**src/design/ccr_pkg.sv**
```systemverilog
// Constants and types for the capture channel reset and block control.
// Assumes a single 20 MHz clock and a plain register port.
package ccr_pkg;

    localparam logic [7:0] CTL_OFF  = 8'h00;
    localparam logic [7:0] STS_OFF  = 8'h04;

    localparam int RST_BIT  = 31;
    localparam int BLK_BIT  = 30;
    localparam int RAW_FIELD_ID_ENABLE_BIT = 21;
    localparam int EN_BIT   = 15;

    localparam int F1_BIT   = 28;
    localparam int F2_BIT   = 29;
    localparam int FRM_BIT  = 30;
    localparam int RUN_BIT  = 1;
    localparam int OVR_BIT  = 0;

    localparam logic BLK_INIT  = 1'b1;
    localparam logic EN_INIT   = 1'b0;
    localparam logic RAW_FIELD_ID_ENABLE_INIT = 1'b0;

    localparam int DATA_W     = 10;
    localparam int FIFO_DEPTH = 32;

    typedef enum logic [1:0] {
        CAP_BLOCK = 2'b00,
        CAP_SYNC  = 2'b01,
        CAP_RUN   = 2'b10
    } ccr_cap_state_type;

    typedef enum logic [1:0] {
        RST_IDLE  = 2'b00,
        RST_DRAIN = 2'b01,
        RST_FLUSH = 2'b10
    } ccr_rst_state_type;

endpackage

```
**src/design/ccr_ctl.sv**
```systemverilog
// Capture channel control: reset trigger, capture block, raw field id.
// Assumes video pins are asynchronous and the DMA side shares clk.
//
// Added by the designer: the placing of the registers and the strobed register port.
`timescale 1ns/1ps
module ccr_ctl #(
    parameter int DW    = ccr_pkg::DATA_W,
    parameter int DEPTH = ccr_pkg::FIFO_DEPTH
) (
    // Clock and reset
    input  wire logic          clk,
    input  wire logic          reset_n,
    // Register port
    input  wire logic [7:0]    reg_addr,
    input  wire logic [31:0]   reg_wdata,
    input  wire logic          reg_wr,
    input  wire logic          reg_rd,
    output logic [31:0]        reg_rdata,
    // Video pins
    input  wire logic          vid_vsync,
    input  wire logic          vid_field,
    input  wire logic          vid_strobe,
    input  wire logic [DW-1:0] vid_data,
    // DMA side
    output logic [DW-1:0]      dma_data,
    output logic               dma_valid,
    input  wire logic          dma_ready,
    input  wire logic          dma_busy,
    // Event pulses
    output logic               field_event,
    output logic               vsync_event
);
    typedef struct packed {
        logic                       en;
        logic                       blk;
        logic                       raw_field_id_enable;
        logic                       rst_trig;
        logic                       f1;
        logic                       f2;
        logic                       frm;
        logic                       ovr;
        ccr_pkg::ccr_cap_state_type cstate;
        ccr_pkg::ccr_rst_state_type rstate;
        logic                       vs_s1;
        logic                       vs_s2;
        logic                       vs_d;
        logic                       fld_s1;
        logic                       fld_s2;
        logic                       stb_s1;
        logic                       stb_s2;
        logic                       stb_d;
        logic [DW-1:0]              dat_s1;
        logic [DW-1:0]              dat_s2;
        logic                       cur_field;
        logic                       fev;
        logic                       vev;
        logic [31:0]                rdata;
    } ccr_ctl_state_type;

    ccr_ctl_state_type st;
    ccr_ctl_state_type next_st;

    logic          wr_ctl;
    logic          wr_sts;
    logic          vs_rise;
    logic          frame_start;
    logic          running;
    logic          events_on;
    logic          flush;
    logic          push;
    logic          in_ready;
    logic          out_valid;
    logic          set_f1;
    logic          set_f2;
    logic          set_frm;
    logic          clr_f1;
    logic          clr_f2;
    logic          clr_frm;
    logic [31:0]   ctl_word;
    logic [31:0]   sts_word;

    // Flush is held while blocked, so a blocked channel never holds data.
    assign flush = st.blk || (st.rstate == ccr_pkg::RST_FLUSH);

    // DMA only runs once the channel has synced and no reset is pending.
    assign events_on = (st.cstate == ccr_pkg::CAP_RUN) && st.en
                       && !st.blk
                       && (st.rstate == ccr_pkg::RST_IDLE);

    assign dma_valid   = out_valid && events_on;
    assign reg_rdata   = st.rdata;
    assign field_event = st.fev;
    assign vsync_event = st.vev;

    ccr_fifo #(
        .W (DW),
        .D (DEPTH)
    ) u_fifo (
        .clk       (clk),
        .reset_n   (reset_n),
        .flush     (flush),
        .in_valid  (push),
        .in_ready  (in_ready),
        .in_data   (st.dat_s2),
        .out_valid (out_valid),
        .out_ready (dma_ready && events_on),
        .out_data  (dma_data)
    );

    always_comb begin
        next_st = st;
        wr_ctl  = reg_wr && (reg_addr == ccr_pkg::CTL_OFF);
        wr_sts  = reg_wr && (reg_addr == ccr_pkg::STS_OFF);

        // Two-flop synchronisers for every video pin.
        next_st.vs_s1  = vid_vsync;
        next_st.vs_s2  = st.vs_s1;
        next_st.vs_d   = st.vs_s2;
        next_st.fld_s1 = vid_field;
        next_st.fld_s2 = st.fld_s1;
        next_st.stb_s1 = vid_strobe;
        next_st.stb_s2 = st.stb_s1;
        next_st.stb_d  = st.stb_s2;
        next_st.dat_s1 = vid_data;
        next_st.dat_s2 = st.dat_s1;

        vs_rise = st.vs_s2 && !st.vs_d;
        // Without field identification every vertical sync opens a frame.
        frame_start = vs_rise && (!st.raw_field_id_enable || !st.fld_s2);
        running = (st.cstate == ccr_pkg::CAP_RUN) && st.en
                  && !st.blk;

        // Pixels arriving while the FIFO is full are dropped and noted.
        push = running && st.stb_s2 && !st.stb_d;
        if (push && !in_ready) begin
            next_st.ovr = 1'b1;
        end

        if (vs_rise) begin
            next_st.cur_field = st.raw_field_id_enable ? st.fld_s2 : 1'b0;
        end

        // Flags and event pulses stay quiet while capture is blocked.
        set_f1  = vs_rise && running && !st.cur_field;
        set_f2  = vs_rise && running && st.cur_field;
        set_frm = vs_rise && running
                  && (st.cur_field || !st.raw_field_id_enable);
        next_st.fev = set_f1 || set_f2;
        next_st.vev = vs_rise && running;

        // Software clears the flags by writing ones; a new event wins.
        clr_f1  = wr_sts && reg_wdata[ccr_pkg::F1_BIT];
        clr_f2  = wr_sts && reg_wdata[ccr_pkg::F2_BIT];
        clr_frm = wr_sts && reg_wdata[ccr_pkg::FRM_BIT];
        next_st.f1  = (st.f1 && !clr_f1) || set_f1;
        next_st.f2  = (st.f2 && !clr_f2) || set_f2;
        next_st.frm = (st.frm && !clr_frm) || set_frm;
        if (wr_sts && reg_wdata[ccr_pkg::OVR_BIT]) begin
            next_st.ovr = push && !in_ready;
        end

        case (st.cstate)
            ccr_pkg::CAP_BLOCK: begin
                if (!st.blk) begin
                    next_st.cstate = ccr_pkg::CAP_SYNC;
                end
            end
            ccr_pkg::CAP_SYNC: begin
                // The rest of the current field and frame is skipped.
                if (st.blk) begin
                    next_st.cstate = ccr_pkg::CAP_BLOCK;
                end else if (frame_start) begin
                    next_st.cstate = ccr_pkg::CAP_RUN;
                end
            end
            ccr_pkg::CAP_RUN: begin
                if (st.blk) begin
                    next_st.cstate = ccr_pkg::CAP_BLOCK;
                end
            end
            default: begin
                next_st.cstate = ccr_pkg::CAP_BLOCK;
            end
        endcase

        case (st.rstate)
            ccr_pkg::RST_IDLE: begin
                if (wr_ctl && reg_wdata[ccr_pkg::RST_BIT]) begin
                    // Other bits of the same write are dropped by the reset.
                    next_st.rst_trig = 1'b1;
                    next_st.rstate   = ccr_pkg::RST_DRAIN;
                end else if (wr_ctl) begin
                    // A zero in the reset bit does nothing.
                    next_st.blk = reg_wdata[ccr_pkg::BLK_BIT];
                    next_st.en  = reg_wdata[ccr_pkg::EN_BIT];
                    if (!st.en) begin
                        next_st.raw_field_id_enable = reg_wdata[ccr_pkg::RAW_FIELD_ID_ENABLE_BIT];
                    end
                end
            end
            ccr_pkg::RST_DRAIN: begin
                // Wait for transfers already granted before flushing.
                if (!dma_busy) begin
                    next_st.rstate = ccr_pkg::RST_FLUSH;
                end
            end
            ccr_pkg::RST_FLUSH: begin
                next_st.en       = ccr_pkg::EN_INIT;
                next_st.blk      = ccr_pkg::BLK_INIT;
                next_st.raw_field_id_enable     = ccr_pkg::RAW_FIELD_ID_ENABLE_INIT;
                next_st.f1       = 1'b0;
                next_st.f2       = 1'b0;
                next_st.frm      = 1'b0;
                next_st.ovr      = 1'b0;
                next_st.cstate   = ccr_pkg::CAP_BLOCK;
                next_st.rst_trig = 1'b0;
                next_st.rstate   = ccr_pkg::RST_IDLE;
            end
            default: begin
                next_st.rstate = ccr_pkg::RST_IDLE;
            end
        endcase

        // Reserved bits are left at zero in both words.
        ctl_word = '0;
        ctl_word[ccr_pkg::RST_BIT]  = st.rst_trig;
        ctl_word[ccr_pkg::BLK_BIT]  = st.blk;
        ctl_word[ccr_pkg::RAW_FIELD_ID_ENABLE_BIT] = st.raw_field_id_enable;
        ctl_word[ccr_pkg::EN_BIT]   = st.en;
        sts_word = '0;
        sts_word[ccr_pkg::F1_BIT]  = st.f1;
        sts_word[ccr_pkg::F2_BIT]  = st.f2;
        sts_word[ccr_pkg::FRM_BIT] = st.frm;
        sts_word[ccr_pkg::RUN_BIT] = events_on;
        sts_word[ccr_pkg::OVR_BIT] = st.ovr;

        next_st.rdata = '0;
        if (reg_rd) begin
            case (reg_addr)
                ccr_pkg::CTL_OFF: next_st.rdata = ctl_word;
                ccr_pkg::STS_OFF: next_st.rdata = sts_word;
                default:          next_st.rdata = '0;
            endcase
        end
    end

    always_ff @(posedge clk or negedge reset_n) begin
        if (!reset_n) begin
            st     <= '0;
            st.blk <= 1'b1;
        end else begin
            st <= next_st;
        end
    end

endmodule

```
**src/design/ccr_fifo.sv**
```systemverilog
// Capture FIFO with valid and ready on both sides and a flush input.
// Assumes flush and traffic come from the same clock domain.
`timescale 1ns/1ps
module ccr_fifo #(
    parameter int W = ccr_pkg::DATA_W,
    parameter int D = ccr_pkg::FIFO_DEPTH
) (
    // Clock and reset
    input  wire logic         clk,
    input  wire logic         reset_n,
    // Flush, drops every stored word
    input  wire logic         flush,
    // Filling side
    input  wire logic         in_valid,
    output logic              in_ready,
    input  wire logic [W-1:0] in_data,
    // Draining side
    output logic              out_valid,
    input  wire logic         out_ready,
    output logic [W-1:0]      out_data
);
    localparam int AW = $clog2(D);
    localparam logic [AW:0] FULL = (AW+1)'(D);
    localparam logic [AW-1:0] LAST = AW'(D - 1);

    typedef struct packed {
        logic [D-1:0][W-1:0] mem;
        logic [AW-1:0]       wp;
        logic [AW-1:0]       rp;
        logic [AW:0]         cnt;
    } ccr_fifo_state_type;

    ccr_fifo_state_type st;
    ccr_fifo_state_type next_st;
    logic               push;
    logic               pop;

    assign in_ready  = (st.cnt != FULL);
    assign out_valid = (st.cnt != '0);
    assign out_data  = st.mem[st.rp];

    always_comb begin
        next_st = st;
        push    = in_valid && in_ready;
        pop     = out_valid && out_ready;
        if (flush) begin
            next_st.wp  = '0;
            next_st.rp  = '0;
            next_st.cnt = '0;
        end else begin
            if (push) begin
                next_st.mem[st.wp] = in_data;
                next_st.wp = (st.wp == LAST) ? '0 : st.wp + 1'b1;
            end
            if (pop) begin
                next_st.rp = (st.rp == LAST) ? '0 : st.rp + 1'b1;
            end
            if (push && !pop) begin
                next_st.cnt = st.cnt + 1'b1;
            end else if (pop && !push) begin
                next_st.cnt = st.cnt - 1'b1;
            end
        end
    end

    always_ff @(posedge clk or negedge reset_n) begin
        if (!reset_n) begin
            st <= '0;
        end else begin
            st <= next_st;
        end
    end

endmodule

```
**config.mk**
```make
export PLATFORM = sky130hd
export DESIGN_NAME = ccr_ctl
export DESIGN_NICKNAME = d
export VERILOG_FILES = /design/src/design/ccr_pkg.sv /design/src/design/ccr_ctl.sv /design/src/design/ccr_fifo.sv
export SDC_FILE = /design/constraint.sdc
export NUM_CORES = 1
export LEC_CHECK = 0
export BUFFER_PORTS_ARGS = -buffer_cell sky130_fd_sc_hd__buf_2
export CORE_MARGIN = 1
export CORE_UTILIZATION = 30
export CTS_CLUSTER_DIAMETER = 150
export CTS_CLUSTER_SIZE = 25
export DETAILED_ROUTE_END_ITERATION = 6
export PLACE_DENSITY_LB_ADDON = 0.2
export SLEW_MARGIN = 20
export SYNTH_ARGS = -nofsm -noshare
export SYNTH_HDL_FRONTEND = slang
export SYNTH_SLANG_ARGS = --single-unit
```
**constraint.sdc**
```tcl
create_clock -name clk -period 5.21 [get_ports clk]
set_clock_uncertainty 0.2 [all_clocks]
set_input_delay 0 -clock clk [delete_from_list [all_inputs] [get_ports clk]]
set_output_delay 0 -clock clk [all_outputs]
set_load 0.05 [all_outputs]
```
* Yosys cells after proc, flatten, opt, wreduce, memory -nomap -nowiden
Cells that the tools add are included.
** Operators by class
- Add/sub/neg operators :: 4
- Magnitude comparators :: 3
- Equality and inequality tests :: 16
- Mux-type cells :: 31
- Bitwise operators :: 1
- Reduce and logical (&&, ||, !) cells :: 63
** Operators by type and width (count)
- $bwmux W320 :: 1
- $pmux W32 S2 :: 1
- $bmux W10 S5 :: 1
- $demux W10 S5 :: 1
- $mux W32 :: 1
- $logic_and A1 B1 Y1 :: 29
- $mux W10 :: 2
- $mux W5 :: 4
- $mux W6 :: 3
- $mux W16 :: 1
- $logic_not A1 Y1 :: 12
- $lt A5 B6 Y1 const B :: 2
- $mux W2 :: 6
- $add A5 B1 Y5 const B :: 2
- $eq A5 B5 Y1 const B :: 2
- $eq A8 B3 Y1 const B :: 1
- $logic_not A8 Y1 :: 1
- $ne A2 B2 Y1 const B :: 4
- $pmux W4 S2 :: 1
- $logic_or A1 B1 Y1 :: 7
- $add A6 B1 Y6 const B :: 1
- $mux W3 :: 2
- $ne A3 B3 Y1 const B :: 2
- $ne A6 B6 Y1 const B :: 1
- 17 further kinds :: 30
** Storage, ports and cells
- Flip-flop bits (word level) :: 411
- Bits of input ports :: 59
- Output and inout port bits :: 45
- Word-level logic and storage cells :: 177

* Logic depth before layout (Yosys ltp)
- Word-level depth :: 11
- Gate-level depth with buffers :: 12
- Gate-level depth less buffers :: 11

* Modules after synthesis
Synthesis repeated with hierarchy kept, for this count alone.
** Second synthesis, totals
- Cells, all modules :: 1139
- Area, all modules :: 17678.2 um2
** By module, submodules not included
- ccr_fifo :: instances 1, cells each 979, area an instance 15685.0 um2
- ccr_ctl :: instances 1, cells each 160, area an instance 1993.2 um2

* Worst setup path after synthesis
OpenSTA, ideal clock, no wires.
- Path kind :: reg2reg
- Start point :: register u_fifo.st[1] (netlist bit)
- End point :: register u_fifo.st[5] (netlist bit)
- Library setup time :: 0.079 ns
- Arrival :: 2.808 ns
- Setup slack :: 2.123 ns
- Cell stages (with the launch flop) :: 12
- Cell sequence :: dfrtp_1 or4_4 nor3_1 nand2b_1 buf_2 nand2_1 ha_1 a21oi_1 nand2_1 a31oi_1 mux2i_1 mux2i_1
** On the way
- Word-level cells in the longest chain between the ends :: 6
- Elaborated cells on any way between the ends :: 14
- Classes of those cells :: add/sub: 2; eq/ne: 1; mux: 3; reduce/logical: 8
** Ends and longest elaborated chain
- start: declaration :: line ccr_fifo.sv:33 : ccr_fifo_state_type st;
- start signal: assignment :: line ccr_fifo.sv:70 : st <= next_st;
- branches (longest 6 deep; another with $sub A6 B1 Y6)
Parallel ways; which one is timed is not known. The select of a mux whose other input is x is not followed.
A chain may end at the register's enable or synchronous reset.

* Worst setup path in the final report
- Start point :: register u_fifo.st[6] (netlist bit)
- End point :: output port dma_data[6]
** On the way
- Word-level cells in the longest chain between the ends :: 2
** Ends and longest elaborated chain
- $bmux W10 S5 :: line ccr_fifo.sv:40 : assign out_data = st.mem[st.rp];
- $mux W10 (not written as such) :: line ccr_fifo.sv:40
- end: declaration :: line ccr_ctl.sv:25 : output logic [DW-1:0] dma_data,
Every way passes these cells. The select of a mux whose other input is x is not followed.

==> flow_summary_export.csv <==
group,metric,value,unit
run_status,outcome,"finished clean",
synthesis,synth-compound-area-share,1.72,%
floorplanning,start_util,30.3,%
power,p_seq_share,61.2,%
floorplanning,ioPinCount,104,
synthesis,synth_edf_count,0,
detailed_routing,viasPerCell,4.88,
power,leakagePower,9.67,nW
floorplanning,dieArea,60500,um^2
detailed_routing,postRouteAntennaNets,0,
synthesis,synth_cells,1133,
grt,grt_start_max_net_pins,124,
floorplanning,rows,89,
place,port_buffers,54,
sta,period_needed,3.91,ns
clock_network,cts_resized,0,
sta,max_freq,0.256,GHz
synthesis,synth_seq_cells,387,
synthesis,synth_adder_area_share,0.953,%
setup_path,worstSetupEndpointType,"output pin",
setup_path,reg2regPathDepth,10,
grt,antenna_found_initial,0,
min_path,worstHoldStart,"reg_addr[2]",
detailed_routing,vias,9636,
min_path,min_delay_path_depth,3,
detailed_routing,drc,0,
power,intPower,0.00381,W
power,switching_share,24.6,%
power,switchingPower,0.00124,W
detailed_routing,wl_per_cell,21.6,um
setup_path,arrival,3.71,ns
synthesis,synth_cell_types,56,
setup_path,cp-start-kind,"flop",
setup_path,criticalPathCategory,"reg2out",
clock_network,clock_latency,0.56,ns
sta,finalSetupViolCount,0,
sta,hold_viol_final,0,
clock_network,cts_max_path_buffers,3,
place,dpl-instance-area,18800,um^2
synthesis,yosys_warnings,0,
detailed_routing,firstDrtPassIters,4,
cells_and_area,fin_util,33.7,%
sta,post-route-period-util,75.0,%
cells_and_area,nets,1270,
synthesis,synthSimpleGateAreaFrac,5.93,%
clock_network,numCtsBuffers,19,
place,dp_hpwl,25600,um
floorplanning,die_x,246,um
sta,slew_viol_final,0,
power,pwr-share-clk,33.1,%
power,cellPowerDensity,254,nW/um^2
job,drv_cap,0,
synthesis,netlist_area,17900,um^2
sta,rsz0062_at_grt,"false",
clock_network,cts_htree_levels,1,
setup_path,path_max_fanout,36,
setup_path,r2r_start,"u_fifo.st[1]",
synthesis,synthXorXnorAreaFrac,0.196,%
detailed_routing,drt_iter0_markers,515,
cells_and_area,design_area,19900,um^2
detailed_routing,drt-total-wl,42800,um
setup_path,required,5.01,ns
synthesis,synth-main-ff-cell,"dfrtp_1",
power,combPwrFrac,5.7,%
power,ir_worst_vdd,0.000192,V
grt,first_global_vias,10200,
clock_network,cts_tree,"built",
sta,fin_setup_tns,0,ns
setup_path,reg2reg_slack,1.61,ns
clock_network,root_buffer,"clkbuf_16",
cells_and_area,drive_above_1_share,44.6,%
place,gp_congestion,0.753,
min_path,whs_endpoint,"reg_rdata[21]",
floorplanning,fp.coreArea,58900,um^2
grt,grt_pass1_wl,66200,um
clock_network,cts_sinks,387,
cells_and_area,area_delta_synth_final,11.3,%
synthesis,async_reset_ff_share,100,%
cells_and_area,num_antenna_cells,0,
setup_path,timing.rr.end,"u_fifo.st[5]",
grt,grt_usage,14.6,%
synthesis,synth_top_family_by_area,"multiplexers",
synthesis,muxShareOfSynthArea,33.8,%
synthesis,seq_area_frac_synth,54.2,%
sta,worst_pin_slew,1.03,ns
grt,grt-ovfl-total,0,
floorplanning,dieHeight,246,um
clock_network,clk_pin_slew,0.10,ns
synthesis,avgSynthCellArea,15.8,um^2
min_path,min_path_type,"in2reg",
sta,relSlewSlack,31.5,%
-- layer usage --
| metal | global-route usage, % | share of wire, % |
|---|---|---|
| met5 | 0 | 0 |
| met4 | 3.23 | 1.8 |
| met3 | 1.93 | 3.7 |
| met2 | 24.3 | 49 |
| met1 | 20.1 | 45 |
-- cells in the final DEF (no fill, tap or decap), types with 3 or more instances in the layout --
cell and count:
nor4_1 3, o31ai_1 4, mux2_1 27, nand3b_1 5, dfrtp_1 379, nand3_1 10
or4_1 3, clkbuf_1 4, and2_1 4, and3_1 6, mux2_2 300, conb_1 24
nor2_1 16, a31oi_1 3, nand2b_1 4, a21oi_1 19, dlygate4sd3_1 51, nand2_4 4
clkbuf_16 19, buf_4 11, mux2i_1 4, nor3b_1 4, nand2_1 30, buf_2 53
dfrtp_2 5, mux4_2 100, nor2_8 16, mux2_4 4, nor3_1 8, o21ai_0 12
nand3_4 4, inv_1 15, ha_1 12
-- per-stage QoR --
stage          total power, W  instances  hold WS (ns)  setup slack, ns
2_1_floorplan         0.00330       1156        -0.496             2.12
3_3_place_gp          0.00341       1898       -0.0917             1.68
3_5_place_dp          0.00342       1898       -0.0907             1.62
4_1_cts               0.00516       1976        0.0157             1.20
5_1_grt               0.00530       1976        0.0912             1.07
6_report              0.00505       1976        0.0928             1.30
-- cell type report --
class | instances | area (um^2)
Tap cell | 773 | 967
Multi-Input combinational cell | 656 | 7700
Clock buffer | 23 | 490
Timing Repair Buffer | 119 | 941
Clock inverter | 3 | 25.0
Fill cell | 5708 | 39000
Sequential cell | 387 | 9700
Inverter | 15 | 56.3
-- Yosys cell counts, types with 15 or more instances --
| master | n | area [um^2] |
|---|---|---|
| dfrtp_1 | 386 | 9660 |
| buf_4 | 33 | 248 |
| nor2_8 | 16 | 320 |
| inv_1 | 15 | 56.3 |
| clkbuf_1 | 51 | 191 |
| mux2_1 | 27 | 304 |
| a21oi_1 | 19 | 95.1 |
| nand2_1 | 30 | 113 |
| nor2_1 | 16 | 60.1 |
| mux2_2 | 300 | 3380 |
| mux4_2 | 100 | 2250 |
-- sequential cells by signal, indices dropped and copies added (netlist names) --
signal,count
vsync_event,1
u_fifo.st,336
st,22
ctl_word,4
next_st,15
field_event,1
reg_rdata,8
-- power by group through the flow --
stage	Sequential, W	Clock, W	Combinational [W]
3_5_place_dp	0.00315	0	0.000264
5_1_grt	0.00310	0.00187	0.000323
3_3_place_gp	0.00315	0	0.000261
4_1_cts	0.00309	0.00178	0.000295
2_1_floorplan	0.00311	0	0.000195
6_report	0.00309	0.00167	0.000288
-- logic make-up after synthesis --
| group | after synthesis |
|---|---|
| other cells | 1 |
| simple gates | 133 |
| fa+ha+maj | 13 |
| buf+inv | 113 |
| mux | 435 |
| xor+xnor | 4 |
| flops | 387 |
| compound gates | 47 |
-- what timing repair did --
item,4_1_cts,5_1_grt
endpoints found under the setup margin,0,0
hold buffers,52,0
endpoints found under the hold margin,137,0
buffers inserted,0,0
-- critical path, cell delays in order (launching register included) --
cell and delay [ns]:
dfrtp_4 0.94, buf_4 0.48, mux4_2 0.57, mux4_2 0.58, mux2_2 0.31, buf_2 0.21
-- how the worst max path moves through the flow --
stage	from	slack, ns	cells past startpoint	to
2_1_floorplan	u_fifo.st[1]	2.12	11	u_fifo.st[5]
3_3_place_gp	u_fifo.st[1]	1.68	10	u_fifo.st[5]
3_5_place_dp	u_fifo.st[1]	1.62	10	u_fifo.st[5]
4_1_cts	u_fifo.st[6]	1.20	5	dma_data[2]
5_1_grt	u_fifo.st[6]	1.07	5	dma_data[2]
6_report	u_fifo.st[6]	1.30	5	dma_data[6]
No activity file was read; power rests on OpenSTA's default activity.
